## src/rtl/lbt9_pkg.sv

```systemverilog
// package for the nine-lane latching bus transceiver
// assumes a single core clock; no software registers
package lbt9_pkg;
	localparam int LBT9_LANES = 9;
	localparam int LBT9_FIFO_DEPTH = 8;
	localparam logic [8:0] LBT9_RST_DATA = 9'h000;
	localparam logic [8:0] LBT9_BUS_IDLE = 9'h1ff;

	typedef logic [LBT9_LANES-1:0] lbt9_word_t;

	// control inputs that travel together
	typedef struct packed {
		logic chip_disable;
		logic transmit;
		logic register_bypass;
		logic receive_latch_enable;
		logic capture_clk;
	} lbt9_ctrl_t;

	typedef enum logic [1:0] {
		LBT9_OFF = 2'b00,
		LBT9_TX = 2'b01,
		LBT9_RX = 2'b10
	} lbt9_mode_t;
endpackage

```

## src/rtl/lbt9_fifo.sv

```systemverilog
// parameterised valid/ready fifo
// assumes same clock and synchronous reset as its user
`timescale 1ns/1ps
module lbt9_fifo #(
	parameter int WIDTH = 9,
	parameter int DEPTH = 8
) (
	input wire logic core_clk_i,
	input wire logic srst_i,
	input wire logic [WIDTH-1:0] in_data_i,
	input wire logic in_valid_i,
	output logic in_ready_o,
	output logic [WIDTH-1:0] out_data_o,
	output logic out_valid_o,
	input wire logic out_ready_i
);
	localparam int AW = $clog2(DEPTH);
	logic [WIDTH-1:0] mem_r [DEPTH];
	logic [AW-1:0] wr_r;
	logic [AW-1:0] rd_r;
	logic [AW:0] cnt_r;
	logic push;
	logic pop;

	assign in_ready_o = (cnt_r != (AW+1)'(DEPTH));
	assign out_valid_o = (cnt_r != '0);
	assign out_data_o = mem_r[rd_r];
	assign push = in_valid_i && in_ready_o;
	assign pop = out_valid_o && out_ready_i;

	always_ff @(posedge core_clk_i) begin
		if (push) begin
			mem_r[wr_r] <= in_data_i;
		end
	end

	always_ff @(posedge core_clk_i) begin
		if (srst_i) begin
			wr_r <= '0;
			rd_r <= '0;
			cnt_r <= '0;
		end else begin
			if (push) begin
				wr_r <= (wr_r == AW'(DEPTH-1)) ? '0 : wr_r + 1'b1;
			end
			if (pop) begin
				rd_r <= (rd_r == AW'(DEPTH-1)) ? '0 : rd_r + 1'b1;
			end
			cnt_r <= cnt_r + (AW+1)'(push) - (AW+1)'(pop);
		end
	end
endmodule

```

## src/rtl/lbt9_xcvr.sv

```systemverilog
// nine-lane inverting latching transceiver, logic side to open-drain bus
// assumes all control and pin inputs are asynchronous and get synchronised
`timescale 1ns/1ps
module lbt9_xcvr
	import lbt9_pkg::*;
(
	input wire logic core_clk_i,
	input wire logic srst_i,
	input wire lbt9_pkg::lbt9_ctrl_t ctrl_i,
	input wire lbt9_pkg::lbt9_word_t logic_side_port_i,
	output lbt9_pkg::lbt9_word_t logic_side_port_o,
	output lbt9_pkg::lbt9_word_t logic_side_port_oe_o,
	input wire lbt9_pkg::lbt9_word_t bus_side_port_i,
	output lbt9_pkg::lbt9_word_t bus_side_port_o,
	output lbt9_pkg::lbt9_word_t bus_side_port_oe_o,
	output logic tx_ready_o
);
	import lbt9_pkg::*;

	lbt9_ctrl_t ctrl_m_r, ctrl_s_r;
	lbt9_word_t a_m_r, a_s_r, b_m_r, b_s_r;
	logic clk_d_r;
	logic [2:0] sync_vld_r;
	lbt9_word_t tx_reg_r, rx_latch_r, tx_word;
	lbt9_word_t fifo_out;
	logic fifo_valid;
	logic fifo_in_ready;
	logic cap_edge;
	logic tx_load;
	lbt9_mode_t mode;

	// two-stage synchronisers on every pin
	always_ff @(posedge core_clk_i) begin
		if (srst_i) begin
			ctrl_m_r <= '{chip_disable: 1'b1, default: 1'b0};
			ctrl_s_r <= '{chip_disable: 1'b1, default: 1'b0};
			a_m_r <= LBT9_RST_DATA;
			a_s_r <= LBT9_RST_DATA;
			b_m_r <= LBT9_BUS_IDLE;
			b_s_r <= LBT9_BUS_IDLE;
			clk_d_r <= 1'b0;
			sync_vld_r <= '0;
		end else begin
			sync_vld_r <= {sync_vld_r[1:0], 1'b1};
			ctrl_m_r <= ctrl_i;
			ctrl_s_r <= ctrl_m_r;
			a_m_r <= logic_side_port_i;
			a_s_r <= a_m_r;
			b_m_r <= bus_side_port_i;
			b_s_r <= b_m_r;
			clk_d_r <= ctrl_s_r.capture_clk;
		end
	end

	always_comb begin
		if (ctrl_s_r.chip_disable) begin
			mode = LBT9_OFF;
		end else if (ctrl_s_r.transmit) begin
			mode = LBT9_TX;
		end else begin
			mode = LBT9_RX;
		end
	end

	// rising edge detect
	// masked until clk_d_r holds a real sample, else a pin held high
	// through reset would look like a fresh edge
	assign cap_edge = ctrl_s_r.capture_clk && !clk_d_r && sync_vld_r[2];
	assign tx_load = ctrl_s_r.register_bypass || cap_edge;

	// captured words pass through the fifo, which out_ready_i tied high drains one word per cycle
	lbt9_fifo #(
		.WIDTH(LBT9_LANES),
		.DEPTH(LBT9_FIFO_DEPTH)
	) u_fifo (
		.core_clk_i(core_clk_i),
		.srst_i(srst_i),
		.in_data_i(a_s_r),
		.in_valid_i(tx_load),
		.in_ready_o(fifo_in_ready),
		.out_data_o(fifo_out),
		.out_valid_o(fifo_valid),
		.out_ready_i(1'b1)
	);

	always_ff @(posedge core_clk_i) begin
		if (srst_i) begin
			tx_reg_r <= LBT9_RST_DATA;
		end else if (fifo_valid) begin
			tx_reg_r <= fifo_out;
		end
	end

	assign tx_word = tx_reg_r;

	always_ff @(posedge core_clk_i) begin
		if (srst_i) begin
			rx_latch_r <= LBT9_RST_DATA;
		end else if (ctrl_s_r.receive_latch_enable) begin
			rx_latch_r <= ~b_s_r;
		end
	end

	always_ff @(posedge core_clk_i) begin
		if (srst_i) begin
			logic_side_port_o <= LBT9_RST_DATA;
			logic_side_port_oe_o <= '0;
			bus_side_port_o <= '0;
			bus_side_port_oe_o <= '0;
			tx_ready_o <= 1'b0;
		end else begin
			// bus output value is always low
			bus_side_port_o <= '0;
			tx_ready_o <= fifo_in_ready;
			logic_side_port_o <= rx_latch_r;
			case (mode)
				LBT9_TX: begin
					// logic one pulls the lane low
					bus_side_port_oe_o <= tx_word;
					logic_side_port_oe_o <= '0;
				end
				LBT9_RX: begin
					bus_side_port_oe_o <= '0;
					logic_side_port_oe_o <= '1;
				end
				default: begin
					bus_side_port_oe_o <= '0;
					logic_side_port_oe_o <= '0;
				end
			endcase
		end
	end

	property p_disable_release;
		@(posedge core_clk_i) disable iff (srst_i)
		ctrl_s_r.chip_disable |=> (bus_side_port_oe_o == '0) && (logic_side_port_oe_o == '0);
	endproperty
	a_disable_release: assert property (p_disable_release)
		else $error("disabled chip still drives");

	property p_open_drain;
		@(posedge core_clk_i) disable iff (srst_i)
		bus_side_port_o == '0;
	endproperty
	a_open_drain: assert property (p_open_drain)
		else $error("bus driven high");

	property p_tx_drive;
		@(posedge core_clk_i) disable iff (srst_i)
		(mode == LBT9_TX) |=> bus_side_port_oe_o == $past(tx_reg_r);
	endproperty
	a_tx_drive: assert property (p_tx_drive)
		else $error("bus lanes not following transmit register");

	property p_rx_mode;
		@(posedge core_clk_i) disable iff (srst_i)
		(mode == LBT9_RX) |=> (logic_side_port_oe_o == '1) && (bus_side_port_oe_o == '0);
	endproperty
	a_rx_mode: assert property (p_rx_mode)
		else $error("receive mode drive wrong");

	property p_rx_invert;
		@(posedge core_clk_i) disable iff (srst_i)
		ctrl_s_r.receive_latch_enable |=> rx_latch_r == ~$past(b_s_r);
	endproperty
	a_rx_invert: assert property (p_rx_invert)
		else $error("receive data not inverted");

	property p_rx_hold;
		@(posedge core_clk_i) disable iff (srst_i)
		!ctrl_s_r.receive_latch_enable |=> $stable(rx_latch_r);
	endproperty
	a_rx_hold: assert property (p_rx_hold)
		else $error("receive latch changed while closed");

	property p_bypass_flow;
		@(posedge core_clk_i) disable iff (srst_i)
		ctrl_s_r.register_bypass |-> ##2 tx_reg_r == $past(a_s_r, 2);
	endproperty
	a_bypass_flow: assert property (p_bypass_flow)
		else $error("bypass data did not pass through");

	property p_hold_no_edge;
		@(posedge core_clk_i) disable iff (srst_i)
		(!tx_load && !fifo_valid) |=> $stable(tx_reg_r);
	endproperty
	a_hold_no_edge: assert property (p_hold_no_edge)
		else $error("transmit register moved without edge");

	property p_edge_capture;
		@(posedge core_clk_i) disable iff (srst_i)
		(cap_edge && !ctrl_s_r.register_bypass) |-> ##2 tx_reg_r == $past(a_s_r, 2);
	endproperty
	a_edge_capture: assert property (p_edge_capture)
		else $error("edge capture lost");

	c_tx: cover property (@(posedge core_clk_i) mode == LBT9_TX && bus_side_port_oe_o != '0);
	c_rx: cover property (@(posedge core_clk_i) mode == LBT9_RX && logic_side_port_oe_o == '1);
	c_off: cover property (@(posedge core_clk_i) mode == LBT9_OFF);
	c_edge: cover property (@(posedge core_clk_i) cap_edge && !ctrl_s_r.register_bypass);
endmodule

```

## config.mk

```make
export PLATFORM = sky130hd
export DESIGN_NAME = lbt9_xcvr
export DESIGN_NICKNAME = d
export VERILOG_FILES = /design/src/rtl/lbt9_pkg.sv /design/src/rtl/lbt9_fifo.sv /design/src/rtl/lbt9_xcvr.sv
export SDC_FILE = /design/constraint.sdc
export NUM_CORES = 1
export LEC_CHECK = 0
export BUFFER_PORTS_ARGS = -buffer_cell sky130_fd_sc_hd__buf_2
export CELL_PAD_IN_SITES_DETAIL_PLACEMENT = 1
export CELL_PAD_IN_SITES_GLOBAL_PLACEMENT = 1
export CORE_MARGIN = 2
export CORE_UTILIZATION = 53
export CTS_BUF_LIST = sky130_fd_sc_hd__clkbuf_4
export CTS_CLUSTER_DIAMETER = 50
export CTS_CLUSTER_SIZE = 20
export DETAILED_ROUTE_END_ITERATION = 10
export GPL_TIMING_DRIVEN = 0
export PLACE_DENSITY = 0.83
export RECOVER_POWER = 50
export SLEW_MARGIN = 20
export SYNTH_ARGS = -nofsm -noshare
export SYNTH_HDL_FRONTEND = slang
export SYNTH_SLANG_ARGS = --single-unit
```

## constraint.sdc

```tcl
create_clock -name core_clk_i -period 6 [get_ports core_clk_i]
set_input_delay 0.6 -clock core_clk_i [delete_from_list [all_inputs] [get_ports core_clk_i]]
set_output_delay 0.6 -clock core_clk_i [all_outputs]
set_load 0.005 [all_outputs]
```

==> results of run 1 <==
[layout make-up]
cell class,instances,share of cell area
clock inverters,15,0.0274
multi-input cells,243,0.244
inverters,10,0.00548
repair buffers,54,0.0402
clock buffers,17,0.0186
plain buffers,39,0.0371
well taps,140,0.0256
flip-flops and latches,170,0.602
[metal layers]
metal / routed length, µm / vias up
met3: 625 / 17
met1: 4990 / 1734
li1: - / 1707
met5: 0 / -
met2: 6460 / 89
met4: 214 / 0
[path summary, 6_finish.rpt]
check / startpoint / cells past startpoint / slack, ns / endpoint
worst min register to register: b_s_r[1] / 1 / 0.41 / rx_latch_r[1]
worst max-delay path: u_fifo.cnt_r[2] / 12 / 3.29 / u_fifo.cnt_r[2]
worst max register to register: u_fifo.cnt_r[2] / 12 / 3.29 / u_fifo.cnt_r[2]
worst min-delay path: bus_side_port_i[0] / 2 / 0.20 / b_m_r[0]
[logic make-up (layout without fill, tap and decap cells)]
kind of cell | after synthesis | count (layout) | synth area share
buf+inv | 49 | 135 | 0.0486
simple gates | 157 | 157 | 0.149
fa+ha+maj | 11 | 11 | 0.0241
xor+xnor | 2 | 2 | 0.00291
mux | 36 | 36 | 0.0598
other cells | 1 | 9 | 0.000622
compound gates | 28 | 28 | 0.0309
flops | 170 | 170 | 0.684
[worst max-delay path, cell delays in order (launching register included)]
cell and delay (ns):
dfxtp_1 0.32, inv_1 0.10, ha_1 0.17, nor3b_2 0.45
inv_2 0.09, clkbuf_1 0.25, ha_1 0.33, inv_1 0.06
ha_1 0.18, inv_1 0.08, fa_1 0.38, xor2_1 0.16
nor2_1 0.05
[power breakdown]
| part | total (mW) | leakage, nW | switching [mW] | internal, mW |
|---|---|---|---|---|
| clock network | 0.708 | 0.171 | 0.410 | 0.299 |
| logic | 0.606 | 1.08 | 0.346 | 0.260 |
| registers | 1.32 | 1.47 | 0.0460 | 1.28 |
| total | 2.64 | 2.72 | 0.801 | 1.84 |
[sequential cells by signal, indices dropped and copies added (netlist names), 5 cells and up]
register            flops
u_fifo.mem_r           72
a_m_r                   9
a_s_r                   9
b_m_r                   9
b_s_r                   9
bus_side_port_oe_o      9
logic_side_port_o       9
rx_latch_r              9
tx_reg_r                9
ctrl_m_r                5
ctrl_s_r                5
[cells in the final DEF (no fill, tap or decap), types with 9 or more instances in the layout]
cell type  count
ha_1          10
clkbuf_4      17
nor3_1        11
dfxtp_1       98
mux2i_1       36
nor2_1        33
o22ai_1        9
buf_4         20
nor4_1         9
nand2_1       11
nor3_2        13
edfxtp_1      72
a211oi_1       9
nor2b_1       39
conb_1         9
or2_2         20
clkbuf_1      13
buf_2         55
==> results.tsv, run 1 <==
stage	metric	value	unit
finish	final-seq-area	4120	µm²
global_route	grt_overflow_total	0	
detailed_routing	wl	12.3	mm
global_route	grtUsageTotal	0.217	
worst_hold_path	hp-class	primary input to flop	
clock_tree	cts_tree	built	
floorplanning	coreArea	11000	µm²
sta	period_share	0.452	
clock_tree	cts.sinks	170	
synth	synth.avg_cell_area	13.3	µm²
sta	slew_violations	0	
detailed_routing	vias	3547	
finish	drive_gt1_frac	0.276	
setup_path	critPathCaptureType	flop	
finish	design_area	6850	µm²
placement	dpl_cell_area	6540	µm²
sta	post-route-min-period	2.71	ns
sta	worstMarginPinSlew	0.974	ns
finish	n_fill_cell	1123	
detailed_routing	firstDrtPassIters	4	
setup_path	worstSetupStartpointType	flop	
finish	fin_util	0.624	
sta	finalWorstSetupSlack	3.29	ns
clock_tree	clkTransAtPathRegs	0.14	ns
synth	synth_top_area_frac	0.359	
status	status	complete, no violations	
setup_path	worstSetupPathType	flop to flop	
clock_tree	h-tree-depth	4	
synth	synthArstFlopShare	0	
synth	seq_area_frac_synth	0.684	
global_route	grt_start_max_net_pins	17	
clock_tree	postCtsSetupBuffers	0	
clock_tree	cts_hold_buf	0	
sta	finalSetupTns	0	ns
sta	fin_skew	0.0192	ns
synth	synthMostInstantiatedCell	dfxtp_1	
synth	synthTopCellsByCount	dfxtp_1, edfxtp_1, nor2b_1, mux2i_1, nor2_1	
pwr	finalPower	2.64	mW
sta	fmax	368	MHz
global_route	use_met2	0.372	
floorplanning	num_rows	38	
pwr	peakVddDrop	255	µV
sta	timing.hold.ws	0.204	ns
detailed_routing	drtIter0Drc	140	
synth	yosysTopAreaCell	edfxtp_1	
clock_tree	cts_buffer_depth	2	
finish	multi_input_area	1670	µm²
finish	instances_no_fill	688	
setup_path	crit_fanout	10	
clock_tree	clk_latency	0.57	ns
global_route	busiest_layer	met2	
clock_tree	cts_root_buf	clkbuf_4	
floorplanning	start_util	0.549	
finish	antenna_cells	0	
global_route	grtUsageMet1	0.261	
placement	place_hpwl	8.25	mm
placement	place_inst	656	
global_route	grt_antenna_before_repair	0	
pwr	leakage	2.72	nW
global_route	first_global_vias	3873	
global_route	globalRouteMet3Util	0.0612	
placement	io_buffers	51	
synth	ys_ff_latch	170	
detailed_routing	drc	0	
floorplanning	die_h	111	µm
floorplanning	die_w	111	µm
synth	synth_ff_type	dfxtp_1	
sta	setup_viol	0	
setup_path	critPathRequiredTime	6.47	ns
setup_path	cp_data_arrival_time	3.18	ns
synth	yosys_warnings	0	
placement	gp_congestion	0.774	
sta	rsz0062_at_grt	false	
detailed_routing	via_per_inst	5.16	
clock_tree	cts.repair.resized	0	
synth	synth-edff-count	72	
global_route	grt_pass1_wl	20.0	mm
synth	synth_area_leaders	edfxtp_1, dfxtp_1, mux2i_1	
finish	syn_to_final_growth	13.6	%
finish	nets	571	
synth	netlist_area	6030	µm²
sta	hold_viol	0	
clock_tree	numCtsBuffers	17	
placement	dp_slack	3.25	ns
sta	slew-limit-headroom	0.348	
synth	syn_inst	454	
detailed_routing	antenna_left	0	
pwr	power_density	385	nW/µm²
floorplanning	die_area	12200	µm²
synth	synth_cell_type_count	36	
detailed_routing	wl_per_cell	17.9	µm
floorplanning	design.portCount	62	
job	cap_violations	0	
(Power assumes the default switching activity.)
==> run 2, diff against run 1 <==
--- a/config.mk
+++ b/config.mk
@@ -5,17 +5,18 @@
 export SDC_FILE = /design/constraint.sdc
 export NUM_CORES = 1
 export LEC_CHECK = 0
+export ABC_AREA = 1
 export BUFFER_PORTS_ARGS = -buffer_cell sky130_fd_sc_hd__buf_2
 export CELL_PAD_IN_SITES_DETAIL_PLACEMENT = 1
 export CELL_PAD_IN_SITES_GLOBAL_PLACEMENT = 1
 export CORE_MARGIN = 2
-export CORE_UTILIZATION = 53
+export CORE_UTILIZATION = 48
 export CTS_BUF_LIST = sky130_fd_sc_hd__clkbuf_4
 export CTS_CLUSTER_DIAMETER = 50
 export CTS_CLUSTER_SIZE = 20
 export DETAILED_ROUTE_END_ITERATION = 10
 export GPL_TIMING_DRIVEN = 0
-export PLACE_DENSITY = 0.83
+export PLACE_DENSITY = 0.79
 export RECOVER_POWER = 50
 export SLEW_MARGIN = 20
 export SYNTH_ARGS = -nofsm -noshare
==> constraint.sdc (replaced) <==
create_clock -name core_clk_i -period 2.68 [get_ports core_clk_i]
set_input_delay 0.268 -clock core_clk_i [delete_from_list [all_inputs] [get_ports core_clk_i]]
set_output_delay 0.268 -clock core_clk_i [all_outputs]
set_load 0.005 [all_outputs]
==> run 2 against run 1 <==
Via count increased by 19%. Final cell count increased by 28%. Count of clock-buffer cells in the layout grew 1. Register-to-register slack worse by 2.9 ns. Largest power group unchanged.
==> results.tsv, run 2 <==
stage	metric	value	unit	change
global_route	grt_pass1_wl	21.7	mm	+8.4%
clock_tree	postCtsSetupBuffers	0		unchanged
setup_path	rrSetupSlack	0.35	ns	-2.93 ns
synth	synthTopCellsByCount	dfxtp_1, nand2_1, inv_1, edfxtp_1		
sta	fmax	429	MHz	+17%
setup_path	worstSetupPathType	flop to flop		
synth	synth_area_leaders	edfxtp_1, dfxtp_1, nand2_1		
detailed_routing	vias	4224		+19%
synth	yosys_warnings	0		unchanged
job	cap_violations	0		unchanged
setup_path	reg2reg_from	u_fifo.cnt_r[2]		
setup_path	crit_fanout	9		-1
setup_path	endpoint	u_fifo.mem_r[4][0]		
finish	largest_reg_flops	72		unchanged
finish	nets	735		+29%
sta	finalWorstSetupSlack	0.352	ns	-2.93 ns
finish	top_register	u_fifo.mem_r		
floorplanning	die_w	117	µm	+5.9%
clock_tree	cts_tree	built		
sta	worstMarginPinSlew	0.938	ns	-0.0366 ns
global_route	grt_overflow_total	0		unchanged
pwr	leakage	3.17	nW	+17%
floorplanning	die_h	117	µm	+5.9%
global_route	grt_antenna_before_repair	0		unchanged
synth	synthArstFlopShare	0		unchanged
sta	period_share	0.869		+0.416
finish	mostFrequentLayoutCell	dfxtp_1		
floorplanning	die_area	13700	µm²	+12%
clock_tree	clk_latency	0.57	ns	about the same
pwr	power_density	823	nW/µm²	+110%
global_route	first_global_vias	4317		+11%
sta	post-route-min-period	2.33	ns	-0.386 ns
floorplanning	design.portCount	62		unchanged
floorplanning	start_util	0.489		-0.0598
sta	finalSetupTns	0	ns	unchanged
sta	slew-limit-headroom	0.372		+0.0245
sta	fin_skew	0.0158	ns	-0.00343 ns
placement	place_hpwl	9.48	mm	+15%
clock_tree	cts.sinks	170		unchanged
synth	synth_ff_type	dfxtp_1		
detailed_routing	wl_per_cell	15.4	µm	-14%
finish	most-common-layout-cells	dfxtp_1, nand2_1, inv_1		
setup_path	worstReg2RegEnd	u_fifo.mem_r[4][0]		
detailed_routing	firstDrtPassIters	4		unchanged
sta	slew_violations	0		unchanged
clock_tree	cts_buffer_depth	2		unchanged
floorplanning	coreArea	12600	µm²	+14%
sta	hold_viol	0		unchanged
clock_tree	clkTransAtPathRegs	0.14	ns	about the same
synth	seq_area_frac_synth	0.671		-0.0132
finish	antenna_cells	0		unchanged
finish	drive_gt1_frac	0.187		-0.0887
synth	synth.avg_cell_area	10.3	µm²	-22%
status	status	complete, no violations		
placement	io_buffers	52		+2.0%
detailed_routing	via_per_inst	4.78		-7.3%
setup_path	critPathRequiredTime	2.88	ns	-3.59 ns
sta	setup_viol	0		unchanged
setup_path	worstSetupStartpointType	flop		
synth	synth_top_area_frac	0.352		-0.00694
clock_tree	cts_root_buf	clkbuf_4		
synth	yosysTopAreaCell	edfxtp_1		
synth	synth_cell_type_count	22		-39%
setup_path	cp_data_arrival_time	2.53	ns	-0.65 ns
clock_tree	h-tree-depth	4		unchanged
setup_path	critPathCaptureType	flop		
synth	ys_ff_latch	170		unchanged
finish	n_fill_cell	1421		+27%
setup_path	crit_path_start	u_fifo.cnt_r[2]		
finish	syn_to_final_growth	16.2	%	
placement	gp_congestion	0.800		+3.4%
placement	dp_slack	0.400	ns	-2.85 ns
placement	place_inst	829		+26%
pwr	peakVddDrop	358	µV	+40%
detailed_routing	antenna_left	0		unchanged
synth	syn_inst	597		+31%
worst_hold_path	hp-class	primary input to flop		
detailed_routing	drc	0		unchanged
clock_tree	numCtsBuffers	17		unchanged
sta	rsz0062_at_grt	false		
global_route	grt_start_max_net_pins	17		unchanged
global_route	grtUsageTotal	0.217		about the same
synth	netlist_area	6150	µm²	+2.0%
detailed_routing	drtIter0Drc	205		+46%
finish	instances_no_fill	884		+28%
detailed_routing	wl	13.6	mm	+11%
setup_path	rr_worst_depth	6		-6
synth	synth-edff-count	72		unchanged
floorplanning	num_rows	41		+7.9%
synth	synthMostInstantiatedCell	dfxtp_1		
==> run 2: critical path, cell delays in order (launching register included) <==
cell and delay, ns:
dfxtp_1 0.34, inv_1 0.06, ha_1 0.22, nand2_1 0.10, nand2_1 0.15, or2_2 0.36
nor2_1 0.72
==> run 2: how the worst min path moves through the flow <==
stage,start,to,cells after the start
floorplan,bus_side_port_i[0],b_m_r[0],1
global placement,b_s_r[0],rx_latch_r[0],1
detailed placement,b_m_r[7],b_s_r[7],1
CTS,srst_i,tx_reg_r[3],6
global route,srst_i,tx_reg_r[3],6
finish,srst_i,tx_reg_r[2],6
==> run 2: cell families (layout without fill, tap and decap cells) <==
kind of cell | after synthesis | in the layout | synth area share
buf+inv | 126 | 233 | 0.0971
xor+xnor | 1 | 1 | 0.00143
other cells | 1 | 9 | 0.000610
flops | 170 | 170 | 0.671
compound gates | 40 | 40 | 0.0326
simple gates | 248 | 248 | 0.174
fa+ha+maj | 11 | 11 | 0.0236
==> run 2: per-layer routing <==
layer  GRT usage  part of all wire  vias to the layer above
met3      0.0602             0.046                       23
met4      0.0918             0.020                        0
met5           0                 0                        -
li1            -                 -                     2074
met1       0.270              0.43                     2033
met2       0.357              0.51                       94
==> run 2: area by class of cell <==
| cell class | count | area, µm² | area share |
|---|---|---|---|
| timing repair buffer | 75 | 489 | 0.0685 |
| multi-input combinational | 309 | 1460 | 0.204 |
| clock buffer | 18 | 135 | 0.0189 |
| clock inverter | 14 | 130 | 0.0182 |
| sequential | 170 | 4120 | 0.578 |
| inverter | 85 | 319 | 0.0447 |
| tap | 172 | 215 | 0.0301 |
| buffer | 41 | 272 | 0.0380 |
==> run 2: through the flow <==
step | instance area [µm²] | util | power (mW) | hold WS [ns]
after global placement | 6650 | 0.529 | 4.41 | 0.390
after CTS | 7150 | 0.569 | 5.93 | 0.142
after detailed placement | 6650 | 0.529 | 4.51 | 0.397
final | 7140 | 0.568 | 5.88 | 0.281
after global routing | 7140 | 0.568 | 6.25 | 0.292
after floorplan | 6180 | - | 4.02 | 0.372
==> run 2: timing repair <==
action	4_1_cts	5_1_grt
endpoints found under the hold margin	23	0
setup endpoints to repair	0	0
resized for setup	0	0
hold buffers	23	0
==> run 2: report_power, final <==
group	total, mW	internal (mW)	switching, mW
clock network	1.40	0.550	0.848
registers	2.96	2.86	0.0994
logic	1.52	0.534	0.984
